===== config.mk =====
export PLATFORM = sky130hd
export DESIGN_NAME = ifd_decoder
export DESIGN_NICKNAME = d
export VERILOG_FILES = /design/src/common/ifd_pkg.sv /design/src/core/ifd_decoder.sv
export SDC_FILE = /design/constraint.sdc
export NUM_CORES = 1
export LEC_CHECK = 0
export BUFFER_PORTS_ARGS = -buffer_cell sky130_fd_sc_hd__buf_2
export CAP_MARGIN = 20
export CORE_AREA = 4 4 99 101
export DETAILED_ROUTE_END_ITERATION = 16
export DIE_AREA = 0 0 103 105
export GPL_TIMING_DRIVEN = 0
export PLACE_DENSITY = 0.74
export SETUP_SLACK_MARGIN = 0.02
export SLEW_MARGIN = 0
export SYNTH_ARGS = -nofsm -noshare
export SYNTH_HDL_FRONTEND = slang
export SYNTH_SLANG_ARGS = --single-unit

===== constraint.sdc =====
create_clock -name CLK -period 3.1 [get_ports CLK]
set_clock_uncertainty 0.2 [all_clocks]
set_input_delay 0.155 -clock CLK [delete_from_list [all_inputs] [get_ports CLK]]
set_output_delay 0.155 -clock CLK [all_outputs]
set_load 0.01 [all_outputs]

===== src/common/ifd_pkg.sv =====
// ifd_pkg: constants and carrier types of the instruction format decoder.
// assumes a 14-bit program word and a four-phase instruction cycle.
package ifd_pkg;

  // word and cycle geometry
  localparam int WORD_W = 14;
  localparam int PHASES = 4;
  localparam logic [1:0] PHASE_LAST = 2'h3;
  localparam logic [1:0] ONE_CYC = 2'h1;

  // operand field positions
  localparam int F_LSB = 0;
  localparam int F_W = 7;
  localparam int D_POS = 7;
  localparam int B_LSB = 7;
  localparam int B_W = 3;
  localparam int K8_W = 8;
  localparam int K11_W = 11;
  localparam int K7_W = 7;
  localparam int K5_W = 5;
  localparam int K9_W = 9;
  localparam int K6_W = 6;
  localparam int N_POS = 6;
  localparam int MM_W = 2;
  localparam int PTR_INC_N_POS = 2;

  // file addresses of the two pointer access ports
  localparam logic [F_W-1:0] PORT0_ADDR = 7'h00;
  localparam logic [F_W-1:0] PORT1_ADDR = 7'h01;

  // opcode values and masks (bits marked don't-care are masked off)
  localparam logic [13:0] M_ALL = 14'h3FFF;
  localparam logic [13:0] M_HI6 = 14'h3F00;
  localparam logic [13:0] M_HI5 = 14'h3E00;
  localparam logic [13:0] M_HI4 = 14'h3C00;
  localparam logic [13:0] M_HI3 = 14'h3800;
  localparam logic [13:0] M_HI2 = 14'h3000;
  localparam logic [13:0] M_HI7 = 14'h3F80;
  localparam logic [13:0] M_HI9 = 14'h3FE0;
  localparam logic [13:0] M_HI11 = 14'h3FF8;
  localparam logic [13:0] M_HI12 = 14'h3FFC;
  localparam logic [13:0] V_CALL = 14'h2000;
  localparam logic [13:0] V_ABS_JUMP = 14'h2800;
  localparam logic [13:0] V_REL_JUMP = 14'h3200;
  localparam logic [13:0] V_RET_LIT = 14'h3400;
  localparam logic [13:0] V_LOAD_PAGE = 14'h3180;
  localparam logic [13:0] V_PTROFS = 14'h3100;
  localparam logic [13:0] V_LOAD_BANK = 14'h0020;
  localparam logic [13:0] V_PTRINC = 14'h0010;
  localparam logic [13:0] V_REL_JUMP_ACC = 14'h000B;
  localparam logic [13:0] V_CALL_ACC = 14'h000A;
  localparam logic [13:0] V_INT_RET = 14'h0009;
  localparam logic [13:0] V_RETURN = 14'h0008;
  localparam logic [13:0] V_DEC_SKIP = 14'h0B00;
  localparam logic [13:0] V_INC_SKIP = 14'h0F00;
  localparam logic [13:0] V_SKIP_CLR = 14'h1800;
  localparam logic [13:0] V_SKIP_SET = 14'h1C00;
  localparam logic [13:0] V_BITCLS = 14'h1000;
  localparam logic [13:0] V_STORE_ACC = 14'h0080;
  localparam logic [13:0] V_CLR_ACC = 14'h0100;
  localparam logic [13:0] V_ZERO = 14'h0000;
  localparam logic [13:0] V_HI_BYTE0 = 14'h3500;
  localparam logic [13:0] V_HI_BYTE1 = 14'h3600;
  localparam logic [13:0] V_HI_BYTE2 = 14'h3700;
  localparam logic [13:0] V_HI_BYTE3 = 14'h3B00;
  localparam logic [13:0] V_HI_BYTE4 = 14'h3D00;

  typedef enum logic [1:0] {
    CLS_BYTE = 2'b00,
    CLS_BIT = 2'b01,
    CLS_LITCTL = 2'b10
  } ifd_cls_type;

  typedef enum logic [3:0] {
    OP_PLAIN = 4'b0000,
    OP_CALL = 4'b0001,
    OP_CALL_ACC = 4'b0010,
    OP_RETURN = 4'b0011,
    OP_RET_LIT = 4'b0100,
    OP_INT_RET = 4'b0101,
    OP_ABS_JUMP = 4'b0110,
    OP_REL_JUMP = 4'b0111,
    OP_REL_JUMP_ACC = 4'b1000,
    OP_SKIP = 4'b1001,
    OP_LOAD_PAGE = 4'b1010,
    OP_LOAD_BANK = 4'b1011,
    OP_PTROFS = 4'b1100,
    OP_PTRINC = 4'b1101,
    OP_ONLY = 4'b1110
  } ifd_op_type;

  typedef struct packed {
    logic [WORD_W-1:0] word;
    ifd_cls_type cls;
    ifd_op_type op;
    logic file_rmw;
    logic dest_file;
    logic [F_W-1:0] faddr;
    logic [B_W-1:0] bitno;
    logic [K8_W-1:0] k8;
    logic [K11_W-1:0] k11;
    logic [K7_W-1:0] k7;
    logic [K5_W-1:0] k5;
    logic [K9_W-1:0] k9;
    logic [K6_W-1:0] k6;
    logic ptr_sel;
    logic [MM_W-1:0] mode;
  } ifd_dec_type;

endpackage


===== src/core/ifd_decoder.sv =====
// ifd_decoder: splits program words into class and operand fields and
// paces each instruction over one or more four-clock instruction cycles.
// assumes program memory presents the next word while FETCH_REQ is high,
// and the datapath drives skip results and pointer region on CLK.
//
// Summary of operation
// - one 14-bit word, no extension words
// - classes byte, bit, literal/control
// - four clocks per cycle, default one cycle
// - both subroutine calls take two cycles
// - all three returns take two cycles
// - jumps and taken skips take two cycles
// - indirect access to program memory adds cycle
// - file operands are always read first
// - destination bit 0 accumulator, 1 file
// - file address bits 6..0, 0x00..0x7F
// - bit ops: opcode, bit number, address
// - general literal is bits 7..0
// - call and jump target bits 10..0
// - page latch literal bits 6..0
// - bank select literal is low five bits
// - relative jump offset is low nine bits
// - pointer offset: select bit 6, literal 5..0
// - pointer select picks pointer 0 or 1
// - pointer increment carries select and mode
// - redirect or taken skip: closing cycle nop
`timescale 1ns/10ps

module ifd_decoder
  import ifd_pkg::*;
(
  // clock and reset
  input wire logic CLK,
  input wire logic RESET_N,
  // program memory side
  input wire logic [ifd_pkg::WORD_W-1:0] WORD_IN,
  output logic FETCH_REQ,
  // datapath status
  input wire logic TEST_TRUE,
  input wire logic [1:0] PTR_IN_PROG,
  // decoded instruction and pacing
  output ifd_pkg::ifd_dec_type DEC,
  output logic [1:0] PHASE,
  output logic [1:0] CYCLE_IDX,
  output logic EXEC_NOP
);
  import ifd_pkg::*;

  // match on the bits that matter only
  function automatic logic hit(input logic [13:0] w,
                               input logic [13:0] v,
                               input logic [13:0] m);
    hit = ((w & m) == v);
  endfunction

  // byte-class recognition, used by the decoder and by the pacing
  function automatic logic is_byte(input logic [13:0] w);
    logic lo;
    logic hi;
    lo = (w[13:12] == 2'h0) && (w[11:8] != 4'h0);
    hi = hit(w, V_HI_BYTE0, M_HI6) || hit(w, V_HI_BYTE1, M_HI6)
      || hit(w, V_HI_BYTE2, M_HI6) || hit(w, V_HI_BYTE3, M_HI6)
      || hit(w, V_HI_BYTE4, M_HI6);
    is_byte = lo || hi || hit(w, V_STORE_ACC, M_HI7);
  endfunction

  // whole-word decode into class, operation and operand fields
  // fields that a format does not carry stay zero, so a consumer never
  // sees stale operand bits from an earlier word
  function automatic ifd_dec_type decode(input logic [13:0] w);
    ifd_dec_type d;
    d = '0;
    d.word = w;
    d.op = OP_PLAIN;
    if (hit(w, V_BITCLS, M_HI2)) begin
      // bit class: opcode, bit number, file address
      d.cls = CLS_BIT;
      d.file_rmw = 1'b1;
      d.bitno = w[B_LSB +: B_W];
      d.faddr = w[F_LSB +: F_W];
      if (hit(w, V_SKIP_CLR, M_HI4) || hit(w, V_SKIP_SET, M_HI4)) begin
        d.op = OP_SKIP;
      end
    end else if (is_byte(w)) begin
      // byte class: opcode, destination bit, file address
      d.cls = CLS_BYTE;
      d.dest_file = w[D_POS];
      // clearing the accumulator names no file; its low bits are don't-care
      // and must neither show as an address nor add an indirect cycle
      if (!hit(w, V_CLR_ACC, M_HI12)) begin
        d.file_rmw = 1'b1;
        d.faddr = w[F_LSB +: F_W];
      end
      if (hit(w, V_DEC_SKIP, M_HI6) || hit(w, V_INC_SKIP, M_HI6)) begin
        d.op = OP_SKIP;
      end
    end else begin
      // literal and control class, narrowest opcode fields first
      d.cls = CLS_LITCTL;
      if (hit(w, V_CALL, M_HI3)) begin
        d.op = OP_CALL;
        d.k11 = w[K11_W-1:0];
      end else if (hit(w, V_ABS_JUMP, M_HI3)) begin
        d.op = OP_ABS_JUMP;
        d.k11 = w[K11_W-1:0];
      end else if (hit(w, V_REL_JUMP, M_HI5)) begin
        d.op = OP_REL_JUMP;
        d.k9 = w[K9_W-1:0];
      end else if (hit(w, V_LOAD_PAGE, M_HI7)) begin
        d.op = OP_LOAD_PAGE;
        d.k7 = w[K7_W-1:0];
      end else if (hit(w, V_PTROFS, M_HI7)) begin
        d.op = OP_PTROFS;
        d.ptr_sel = w[N_POS];
        d.k6 = w[K6_W-1:0];
      end else if (hit(w, V_LOAD_BANK, M_HI9)) begin
        d.op = OP_LOAD_BANK;
        d.k5 = w[K5_W-1:0];
      end else if (hit(w, V_PTRINC, M_HI11)) begin
        d.op = OP_PTRINC;
        d.ptr_sel = w[PTR_INC_N_POS];
        d.mode = w[MM_W-1:0];
      end else if (hit(w, V_REL_JUMP_ACC, M_ALL)) begin
        d.op = OP_REL_JUMP_ACC;
      end else if (hit(w, V_CALL_ACC, M_ALL)) begin
        d.op = OP_CALL_ACC;
      end else if (hit(w, V_INT_RET, M_ALL)) begin
        d.op = OP_INT_RET;
      end else if (hit(w, V_RETURN, M_ALL)) begin
        d.op = OP_RETURN;
      end else if (hit(w, V_ZERO, M_HI6)) begin
        d.op = OP_ONLY;
      end else begin
        // every other word of this class is a general eight-bit literal
        if (hit(w, V_RET_LIT, M_HI6)) begin
          d.op = OP_RET_LIT;
        end
        d.k8 = w[K8_W-1:0];
      end
    end
    decode = d;
  endfunction

  // whole state of the block
  typedef struct packed {
    logic [1:0] phase;
    logic [1:0] icyc;
    logic [1:0] total;
    logic redirect;
    logic nop;
    ifd_dec_type dec;
  } ifd_state_type;

  ifd_state_type st_q;
  ifd_state_type st_d;
  ifd_dec_type nd;
  logic last_cyc;
  logic end_cyc;
  logic fixed_redirect;
  logic indirect_extra;
  logic skip_taken;
  logic [1:0] next_total;

  // the phase counter wraps on its own width, and the operand fields must
  // tile the word the way the slicing in decode assumes; refuse the rest
  if (PHASES != (1 << $bits(PHASE_LAST))) begin : g_bad_phases
    $error("ifd_decoder: phase counter serves four clocks only");
  end
  if ((F_LSB + F_W != B_LSB) || (D_POS != B_LSB) || (B_LSB + B_W > WORD_W)) begin : g_bad_file
    $error("ifd_decoder: file and bit fields do not tile the word");
  end
  if ((K6_W != N_POS) || (PTR_INC_N_POS != MM_W) || (K11_W > WORD_W)) begin : g_bad_lit
    $error("ifd_decoder: literal or pointer fields do not fit the word");
  end

  // cycle boundaries
  assign end_cyc = (st_q.phase == PHASE_LAST);
  assign last_cyc = (st_q.icyc == (st_q.total - ONE_CYC));
  // a new word is taken on the final clock of the final cycle; a skip found
  // true at the end of a one-cycle word holds the fetch back for its nop
  assign FETCH_REQ = end_cyc && last_cyc && !skip_taken;

  // pacing terms for the incoming word
  always_comb begin
    nd = decode(WORD_IN);
    fixed_redirect = 1'b0;
    case (nd.op)
      OP_CALL, OP_CALL_ACC: fixed_redirect = 1'b1;
      OP_RETURN, OP_RET_LIT, OP_INT_RET: fixed_redirect = 1'b1;
      OP_ABS_JUMP, OP_REL_JUMP, OP_REL_JUMP_ACC: fixed_redirect = 1'b1;
      default: fixed_redirect = 1'b0;
    endcase
    // pointer region is sampled as the word is taken
    indirect_extra = nd.file_rmw
      && (((nd.faddr == PORT0_ADDR) && PTR_IN_PROG[0])
      || ((nd.faddr == PORT1_ADDR) && PTR_IN_PROG[1]));
    next_total = ONE_CYC + {1'b0, fixed_redirect}
      + {1'b0, indirect_extra};
  end

  // skip outcome is judged at the end of the first cycle
  assign skip_taken = (st_q.dec.op == OP_SKIP) && TEST_TRUE
    && end_cyc && (st_q.icyc == 2'h0);

  // next state
  always_comb begin
    st_d = st_q;
    st_d.phase = st_q.phase + ONE_CYC;
    if (FETCH_REQ) begin
      st_d.phase = 2'h0;
      st_d.icyc = 2'h0;
      st_d.dec = nd;
      st_d.total = next_total;
      st_d.redirect = fixed_redirect;
      st_d.nop = 1'b0;
    end else if (end_cyc) begin
      st_d.icyc = st_q.icyc + ONE_CYC;
      if (skip_taken) begin
        st_d.total = st_q.total + ONE_CYC;
        st_d.redirect = 1'b1;
      end
      // the closing cycle of a redirect runs as a nop
      st_d.nop = (st_q.redirect || skip_taken)
        && ((st_q.icyc + ONE_CYC) == (st_d.total - ONE_CYC));
    end
  end

  // state register; reset loads an all-zero decode: word 0, byte class, plain op
  always_ff @(posedge CLK or negedge RESET_N) begin
    if (!RESET_N) begin
      st_q.phase <= 2'h0;
      st_q.icyc <= 2'h0;
      st_q.total <= ONE_CYC;
      st_q.redirect <= 1'b0;
      st_q.nop <= 1'b0;
      st_q.dec <= '0;
    end else begin
      st_q <= st_d;
    end
  end

  // outputs straight from the state register
  assign DEC = st_q.dec;
  assign PHASE = st_q.phase;
  assign CYCLE_IDX = st_q.icyc;
  assign EXEC_NOP = st_q.nop;

endmodule


==> impl_metrics.yaml, run 1 <==
power_and_ir_drop:
  internal_power_mw: 2.63
  p_leak_nw: 3.04
  p_clk_share_pct: 25.2
  p_sw_share_pct: 31.0
  pwr-share-seq_pct: 42.5
  switching_power_mw: 1.18
  power_density_mw_per_mm2: 683
  peakVddDrop_uv: 457
  pwr-share-comb_pct: 32.3
  totalPowerFinal_mw: 3.82
min_path:
  min_path_type: "input port to flop"
  hold_path_depth: 3
route:
  wl_per_cell_um: 15.1
  first_pass_iters: 4
  top_layer: "met4"
  vias: 3881
  routed_wl_mm: 11.4
  drt_iter0_markers: 234
  drc: 0
  drt-met1-wl_mm: 4.85
  via_per_inst: 5.13
  met2WireLength_mm: 5.65
  ant_nets: 0
  dr_wl_met3_um: 809
critical_path:
  max_stage_delay_ps: 530
  endpoint_kind: "flop"
  cp.depth: 12
  critPathTopFamily: "compound AO/OA/AOI/OAI gates"
  reg2reg_slack_ps: 500
  cp_max_fo: 10
  cp.arrival_ps: 2950
  path_cells: "dlygate4sd3_1 > buf_2 > or3_1 > a2111oi_2 > o41ai_1 > a41oi_1 > nor2_1 > xnor2_1 > ha_1 > nor2_1 > a31oi_1 > o21ai_0"
  reg2reg_to: "DEC[23]$_DFFE_PN0P_"
  reg2reg_depth: 8
  timing.rr.start: "st_q[83]$_DFFE_PN1P_"
  crit_start: "WORD_IN[10]"
  critPathKind: "input port to flop"
  worst-path-buf-inv: 2
  crit_end: "st_q[83]$_DFFE_PN1P_"
  cpMaxStageDelayCell: "dlygate4sd3_1"
  cpMostUsedCell: "nor2_1"
  required_ps: 3160
  start_kind: "input port"
global_routing:
  grt_pass1_wl_mm: 19.5
  overflow: 0
  grt_max_degree: 53
  grt_usage_pct: 22.6
  grt_pass1_vias: 3898
  antenna_found_initial: 0
final_layout:
  layout-drive-gt1-share_pct: 33.0
  finalNetCount: 664
  syn_to_final_growth_pct: 20.6
  finalNonFillerCells: 757
  nFillCells: 773
  most-common-layout-cells: "nand2_1 (148), buf_2 (100), dfrtp_1 (88)"
  diodes: 0
  ff_latch_area_sq_mm: 0.00223
  final_common_cell: "nand2_1"
  multi_input_area_sq_mm: 0.00161
synth:
  syn_inst: 527
  yosysTopAreaCell: "dfrtp_1"
  yosys_warnings: 0
  netlist_area_sq_mm: 0.00463
  ys_ff_latch: 89
  ys_top_cells_by_area: "dfrtp_1 (48%), buf_4 (14%), nand2_1 (12%)"
  async_reset_ff_share_pct: 100
  syn_area_per_cell_sq_um: 8.79
  seq_area_frac_synth_pct: 48.1
  synth_cell_types: 52
  syn-num-nets: 549
  synth_top_area_share_pct: 47.5
  synth_edf_count: 0
  synthFlopType: "dfrtp_1"
place:
  gp_congestion: 0.862
  hpwl_mm: 8.62
  io_buffers: 98
  place_inst: 737
clocking:
  post_cts_buffers: 0
  htreeDepth: 3
  cts_tree: "yes"
  cts_sinks: 89
  clk_pin_slew_ps: 90
  cts_max_path_buffers: 2
  clk_latency_ps: 360
  clockRootBuffer: "clkbuf_8"
  cts_buffers: 9
sta:
  setup_violations: 0
  slew_headroom_pct: 53.3
  maxSlewViolCount: 0
  worstMarginPinSlew_ps: 699
  fin_crit_sh_pct: 93.0
  fmax_mhz: 347
  period_needed_ps: 2880
  rsz0062_at_grt: "no"
  hold_violations: 0
floorplanning:
  dieArea_sq_mm: 0.0108
  initial_core_util_pct: 51.3
  fp.dieW_um: 103
  core_area_sq_mm: 0.00902
  rows: 35
  ios: 106
  die_h_um: 105
job:
  drv_cap: 0
run_status:
  outcome: "completed"
cell families (layout without fill, tap and decap cells):
logic type | Yosys count | count (layout) | share of synthesized area [%]
muxes | 3 | 3 | 0.702
adders and majority gates | 3 | 3 | 0.810
DFF | 89 | 89 | 48.1
buffers and inverters | 125 | 244 | 17.2
and+or+nand+nor | 228 | 228 | 22.0
AOI/OAI and AO/OA | 76 | 76 | 10.6
xor gates and xnor gates | 3 | 3 | 0.567
flip-flops by register name, indices dropped and copies added, names as in the netlist:
name / flops
DEC: 81
PHASE: 2
st_q: 3
CYCLE_IDX: 2
EXEC_NOP: 1
power by group through the flow:
stage	registers [mW]	logic, mW	clock network, mW
CTS	1.62	1.25	0.978
global placement	1.63	1.20	0
floorplan	1.59	0.860	0
finish	1.62	1.23	0.961
global route	1.66	1.38	1.03
detailed placement	1.64	1.24	0
what timing repair did:
action | CTS | global route
hold buffers | 5 | 0
hold endpoints to repair | 54 | 0
endpoints found under the setup margin | 0 | 1
resized for setup | 0 | 1
through the flow:
stage               hold slack (ps)  cell area (sq um)  setup slack (ps)  util [%]  TNS, ps
floorplan                      -341               4630               737         -        0
global placement                246               5260             -46.0      58.3    -46.0
detailed placement            -34.5               5290             -2.62      58.7    -2.62
CTS                            6.50               5580               238      61.9        0
global route                   22.7               5590              36.8      61.9        0
finish                         13.7               5590               216      61.9        0
worst min path at each step:
| stage | end | slack (ps) | start |
|---|---|---|---|
| final | DEC[30]$_DFFE_PN0P_ | 10 | WORD_IN[0] |
| after global routing | DEC[9]$_DFFE_PN0P_ | 20 | WORD_IN[0] |
| after CTS | DEC[30]$_DFFE_PN0P_ | 6 | WORD_IN[0] |
| after detailed placement | DEC[69]$_DFFE_PN0P_ | -30 | RESET_N |
| after global placement | PHASE[0]$_DFF_PN0_ | 250 | PHASE[0]$_DFF_PN0_ |
| after floorplan | CYCLE_IDX[0]$_DFFE_PN0P_ | -340 | RESET_N |
routing by layer:
metal  vias to the layer above  global-route usage, %
li1                       1902                      -
met1                      1834                   30.9
met2                       132                   36.9
met3                        13                   3.94
met4                         0                   5.64
met5                         -                      0
area by class of cell:
| class | count | area share [%] |
|---|---|---|
| Buffer | 118 | 13.8 |
| Clock buffer | 9 | 2.22 |
| Clock inverter | 6 | 2.08 |
| Inverter | 7 | 0.470 |
| Multi-Input combinational cell | 313 | 28.9 |
| Sequential cell | 89 | 39.9 |
| Tap cell | 111 | 2.49 |
| Timing Repair Buffer | 104 | 10.2 |
cells in the mapped netlist (2+ instances only):
cell type	instances
a311oi_1	2
clkbuf_1	25
nand3b_1	2
nor2_1	15
o21ai_1	7
nand4b_1	2
nor2b_1	4
mux2_2	2
dfrtp_1	88
o21ai_0	27
a221oi_1	2
nand3_1	29
o31ai_1	16
xor2_1	2
a31oi_1	2
buf_4	85
clkbuf_2	2
or3_1	3
nand2b_1	3
buf_1	3
nor3_1	3
nand2_1	148
buf_2	3
ha_1	3
nor4_1	2
o22ai_1	3
inv_1	7
nand4_1	7
a21o_1	3
a21oi_1	4
a22o_1	2
worst reg2reg max path, stage by stage (launching register included):
cell      delay (ps)
dfstp_2          520
clkbuf_1         280
nand2_1          100
o22ai_1          160
nand3_1          200
clkbuf_1         270
nor4_1           420
nand2_1          180
o21ai_0          190
Note: power is estimated with default switching activity, not from simulation.
==> inputs of run 2 (changes only) <==
--- a/config.mk
+++ b/config.mk
@@ -11,6 +11,7 @@
 export DETAILED_ROUTE_END_ITERATION = 16
 export DIE_AREA = 0 0 103 105
 export GPL_TIMING_DRIVEN = 0
+export MAX_ROUTING_LAYER = met4
 export PLACE_DENSITY = 0.74
 export SETUP_SLACK_MARGIN = 0.02
 export SLEW_MARGIN = 0
==> run 2 against run 1 <==
  * Via count decreased by 0.90%
  * Worst setup slack better by 16 ps
  * Highest routed layer unchanged
  * Critical endpoint is now FETCH_REQ
  * Register-to-register slack worse by 70 ps
==> impl_metrics.yaml, run 2 (synthesis gave the netlist of run 1 again) <==
power_and_ir_drop:
  power_density_mw_per_mm2: 663
  totalPowerFinal_mw: 3.68
  p_leak_nw: 3.02
  peakVddDrop_uv: 430
place:
  gp_congestion: 0.862
  dpl-instance-area_sq_mm: 0.00529
  place_inst: 737
  io_buffers: 98
  hpwl_mm: 8.68
clocking:
  cts_sinks: 89
  htreeDepth: 3
  cts_max_path_buffers: 2
  post_cts_buffers: 0
  clockRootBuffer: "clkbuf_8"
  clk_latency_ps: 360
  clk_pin_slew_ps: 100
  cts_tree: "yes"
  cts_buffers: 9
critical_path:
  critPathKind: "flop to primary output"
  required_ps: 2740
  cp.arrival_ps: 2510
  path_cells: "clkbuf_1 > nand2_1 > o22ai_1 > nand3_1 > inv_1 > clkbuf_1 > buf_2"
  endpoint_kind: "primary output"
  max_stage_delay_ps: 520
  cp_max_fo: 10
  cpMostUsedCell: "clkbuf_1"
  cpMaxStageDelayCell: "dfstp_2"
  start_kind: "flop"
sta:
  hold_slack_ps: 10.8
  worstMarginPinSlew_ps: 708
  slew_headroom_pct: 52.7
  period_needed_ps: 2870
  hold_violations: 0
  fin_crit_sh_pct: 92.5
  maxSlewViolCount: 0
  setup_violations: 0
  fmax_mhz: 349
  fin_tns_setup_ps: 0
  rsz0062_at_grt: "no"
job:
  drv_cap: 0
floorplanning:
  core_area_sq_mm: 0.00902
  fp.dieW_um: 103
  ios: 106
  rows: 35
  initial_core_util_pct: 51.3
  die_h_um: 105
  dieArea_sq_mm: 0.0108
final_layout:
  most-common-layout-cells: "nand2_1 (148), buf_2 (100), dfrtp_1 (88)"
  finalNetCount: 664
  syn_to_final_growth_pct: 19.7
  fin_area_sq_mm: 0.00555
  nFillCells: 822
  final_common_cell: "nand2_1"
  largest_reg_flops: 81
  layout-drive-gt1-share_pct: 32.9
  diodes: 0
  finalNonFillerCells: 758
route:
  wl_per_cell_um: 15.3
  via_per_inst: 5.07
  first_pass_iters: 4
  drt_iter0_markers: 290
  drc: 0
  routed_wl_mm: 11.6
  vias: 3846
  ant_nets: 0
global_routing:
  grt_usage_pct: 23.2
  overflow: 0
  grt_pass1_wl_mm: 19.3
  grt_pass1_vias: 3875
  antenna_found_initial: 0
  grt_max_degree: 54
run_status:
  outcome: "completed"
min_path:
  min_path_type: "input port to flop"
==> run 2: cell types whose count changed in the layout (fill, tap and decap cells not counted), sizes merged <==
cell,change
bufinv,-2
clkbuf,+1
clkinv,-1
clkinvlp,+1
inv,+2
==> run 2: per-layer routing <==
metal  vias up  track usage [%]  wire [um]
met4         0             6.75        147
met1      1815             31.1       5050
met3        20             2.87        643
met2       108             36.9       5720
li1       1903                -          -
met5         -                -          0
==> run 2: repair_timing <==
item / CTS / global route
hold buffers: 5 / 0
hold endpoints to repair: 72 / 0
endpoints found under the setup margin: 0 / 1
resized for setup: 0 / 1
==> run 2: layout make-up <==
class | instances | area (sq um) | area share (%)
sequential | 89 | 2230 | 40.2
multi-input combinational | 313 | 1610 | 29.1
buffer | 118 | 768 | 13.9
timing repair buffer | 104 | 571 | 10.3
tap | 111 | 139 | 2.50
clock buffer | 10 | 128 | 2.30
clock inverter | 6 | 72.6 | 1.31
inverter | 7 | 26.3 | 0.474
==> run 2: per-stage QoR <==
stage          util [%]  worst slack (ps)
2_1_floorplan         -               737
6_report           61.5               232
5_1_grt            61.5              43.3
3_3_place_gp       58.3             -52.1
4_1_cts            61.4               183
3_5_place_dp       58.7             -34.5
==> run 2: worst max-delay path, delay by kind of cell, from the launching register on <==
kind	cells	cell delay (ps)
and+or+nand+nor	2	330
AOI/OAI and AO/OA	1	170
buffers and inverters	4	1120
DFF	1	520
==> run 2: path summary, 6_finish.rpt <==
check | start | to | slack [ps] | cells past startpoint
worst max register to register | st_q[83]$_DFFE_PN1P_ | DEC[18]$_DFFE_PN0P_ | 430 | 8
min in group asynchronous | RESET_N | DEC[69]$_DFFE_PN0P_ | 100 | 2
worst min-delay path | WORD_IN[0] | DEC[30]$_DFFE_PN0P_ | 10 | 3
worst min register to register | DEC[17]$_DFFE_PN0P_ | DEC[17]$_DFFE_PN0P_ | 270 | 2
worst max-delay path | st_q[83]$_DFFE_PN1P_ | FETCH_REQ | 230 | 7
max in group asynchronous | RESET_N | DEC[39]$_DFFE_PN0P_ | 1970 | 3
==> run 2: where the power goes <==
part	switching, mW	internal [mW]
registers	0.182	1.44
logic	0.580	0.657
clock network	0.436	0.383
==> inputs of run 3 (changes only) <==
--- a/config.mk
+++ b/config.mk
@@ -5,6 +5,7 @@
 export SDC_FILE = /design/constraint.sdc
 export NUM_CORES = 1
 export LEC_CHECK = 0
+export ABC_AREA = 1
 export BUFFER_PORTS_ARGS = -buffer_cell sky130_fd_sc_hd__buf_2
 export CAP_MARGIN = 20
 export CORE_AREA = 4 4 99 101
@@ -14,7 +15,7 @@
 export MAX_ROUTING_LAYER = met4
 export PLACE_DENSITY = 0.74
 export SETUP_SLACK_MARGIN = 0.02
-export SLEW_MARGIN = 0
+export SLEW_MARGIN = 40
 export SYNTH_ARGS = -nofsm -noshare
 export SYNTH_HDL_FRONTEND = slang
 export SYNTH_SLANG_ARGS = --single-unit
==> run 3 against run 2 <==
  * Clock power increased by 15%
  * Critical path depth increased by 6
  * Via count increased by 3.1%
  * Area after synthesis increased by 0.46%
  * Maximum frequency increased by 14%
  * Core utilization increased by 2.0 points
  * Sequential power increased by 4%
  * Count of clock-buffer cells in the layout unchanged
  * Final cell count increased by 6.3%
  * Largest cell class unchanged
==> impl_metrics.yaml, run 3 <==
critical_path:
  required_ps: 3180
  crit_end: "st_q[83]$_DFFE_PN1P_"
  timing.rr.start: "CYCLE_IDX[0]$_DFFE_PN0P_"
  crit_start: "WORD_IN[12]"
  start_kind: "input port"
  cp.arrival_ps: 2600
  reg2reg_depth: 10
  reg2reg_slack_ps: 770
  critPathKind: "input port to flop"
  reg2reg_to: "DEC[58]$_DFFE_PN0P_"
  endpoint_kind: "flop"
  cp_max_fo: 10
synth:
  yosys_warnings: 0
  ys_ff_latch: 89
  synthFlopType: "dfrtp_1"
  syn_inst: 559
  synth_cell_types: 32
  yosysTopAreaCell: "dfrtp_1"
  ys_top_cells_by_area: "dfrtp_1 (47%), buf_4 (15%), nand2_1 (13%)"
  async_reset_ff_share_pct: 100
  synth.most_common_cell: "nand2_1"
  synth_common_cells: "nand2_1 (155), buf_4 (91), dfrtp_1 (88)"
  netlist_area_sq_mm: 0.00465
  synth_edf_count: 0
  synth_top_area_share_pct: 47.3
  syn-num-nets: 581
  syn_area_per_cell_sq_um: 8.32
  seq_area_frac_synth_pct: 47.9
run_status:
  outcome: "completed"
clocking:
  clk_pin_slew_ps: 90
  cts_tree: "yes"
  htreeDepth: 3
  clk_latency_ps: 360
  clockRootBuffer: "clkbuf_8"
  cts_buffers: 9
  cts_sinks: 89
  ctsHoldBuffers: 14
  ctsResizeCount: 0
  post_cts_buffers: 0
  cts_max_path_buffers: 2
final_layout:
  syn_to_final_growth_pct: 23.1
  most-common-layout-cells: "nand2_1 (155), buf_2 (109), buf_4 (91)"
  finalNonFillerCells: 806
  largest_reg_flops: 81
  finalNetCount: 712
  layout-drive-gt1-share_pct: 35.4
  fin_area_sq_mm: 0.00573
  diodes: 0
  final_common_cell: "nand2_1"
sta:
  fin_ws_ps: 576
  slew_headroom_pct: 65.3
  maxSlewViolCount: 0
  worstMarginPinSlew_ps: 520
  period_needed_ps: 2520
  hold_violations: 0
  rsz0062_at_grt: "no"
  fin_tns_setup_ps: 0
  setup_violations: 0
  fin_crit_sh_pct: 81.4
  fmax_mhz: 396
place:
  dp_slack_ps: 805
  io_buffers: 105
  place_inst: 776
  dpl-instance-area_sq_mm: 0.00535
  gp_congestion: 0.889
  hpwl_mm: 9.46
power_and_ir_drop:
  p_leak_nw: 3.16
  p_sw_share_pct: 32.0
  peakVddDrop_uv: 384
  p_clk_share_pct: 23.2
  internal_power_mw: 2.76
  power_density_mw_per_mm2: 710
  switching_power_mw: 1.30
  totalPowerFinal_mw: 4.06
  pwr-share-comb_pct: 35.3
  pwr-share-seq_pct: 41.5
route:
  first_pass_iters: 4
  dr_wl_met3_um: 715
  wl_per_cell_um: 15.4
  vias: 3967
  top_layer: "met4"
  via_per_inst: 4.92
  routed_wl_mm: 12.4
  drt-met1-wl_mm: 5.36
  drt_iter0_markers: 203
  drc: 0
  met2WireLength_mm: 6.20
  ant_nets: 0
global_routing:
  grt_pass1_vias: 4061
  antenna_found_initial: 0
  grt_usage_pct: 25.5
  overflow: 0
  grt_max_degree: 49
  grt_pass1_wl_mm: 21.0
min_path:
  min_path_type: "input port to flop"
job:
  drv_cap: 0
floorplanning:
  fp.dieW_um: 103
  core_area_sq_mm: 0.00902
  dieArea_sq_mm: 0.0108
  initial_core_util_pct: 51.6
  rows: 35
  ios: 106
  die_h_um: 105
## run 3: cell count changes in the layout (fill, tap and decap cells not counted), moves of 11 or more
| cell | before | now |
|---|---|---|
| o31ai_1 | 16 | 5 |
| o21ai_1 | 7 | 25 |
| inv_1 | 7 | 30 |
| clkbuf_1 | 26 | 2 |
| o21ai_0 | 27 | 41 |
| nor2_1 | 15 | 42 |
## run 3: through the flow
stage / util, % / hold WS (ps)
global route: 63.5 / 39.6
finish: 63.5 / 48.0
global placement: 58.9 / 200
CTS: 63.5 / 25.2
detailed placement: 59.3 / -97.1
floorplan: - / -341
## run 3: cell families after synthesis
group | after synthesis | synth area share, %
fa+ha+maj | 3 | 0.807
flops | 89 | 47.9
buf+inv | 136 | 18.8
xor+xnor | 4 | 0.753
compound gates | 76 | 8.71
simple gates | 251 | 23.1
## run 3: how the worst min path moves through the flow
stage	slack, ps	cells after the start	startpoint	end
3_5_place_dp	-100	1	RESET_N	DEC[70]$_DFFE_PN0P_
3_3_place_gp	200	3	WORD_IN[3]	DEC[44]$_DFFE_PN0P_
5_1_grt	40	3	WORD_IN[7]	DEC[59]$_DFFE_PN0P_
2_1_floorplan	-340	0	RESET_N	CYCLE_IDX[0]$_DFFE_PN0P_
4_1_cts	30	3	WORD_IN[7]	DEC[74]$_DFFE_PN0P_
6_report	50	3	WORD_IN[7]	DEC[74]$_DFFE_PN0P_
## run 3: layout make-up
type	instances	area [sq um]
Buffer	100	738
Clock buffer	10	138
Clock inverter	6	97.6
Fill cell	840	3290
Inverter	36	135
Multi-Input combinational cell	334	1550
Sequential cell	89	2230
Tap cell	111	139
Timing Repair Buffer	120	699
## run 3: per-layer routing
| metal | GRT usage, % | vias up |
|---|---|---|
| li1 | - | 1954 |
| met2 | 40.5 | 105 |
| met4 | 5.37 | 0 |
| met3 | 3.87 | 9 |
| met5 | - | - |
| met1 | 34.8 | 1899 |
## run 3: power groups by stage
stage                     Sequential, mW  Clock (mW)  Combinational [mW]
after floorplan                     1.65           0               0.998
final                               1.69       0.942                1.43
after global routing                1.73        1.01                1.61
after CTS                           1.69       0.965                1.46
after detailed placement            1.71           0                1.44
after global placement              1.69           0                1.40
## run 3: worst max-delay path: stages
cell and delay [ps]:
dlygate4sd3_1 540, buf_2 160, nand2_1 130, inv_1 70
nand3_1 120, clkbuf_1 430, nand4_1 180, nor2_2 150
nand3_1 90, nand2_1 90, nand2_1 60, ha_1 290
o21ai_1 140
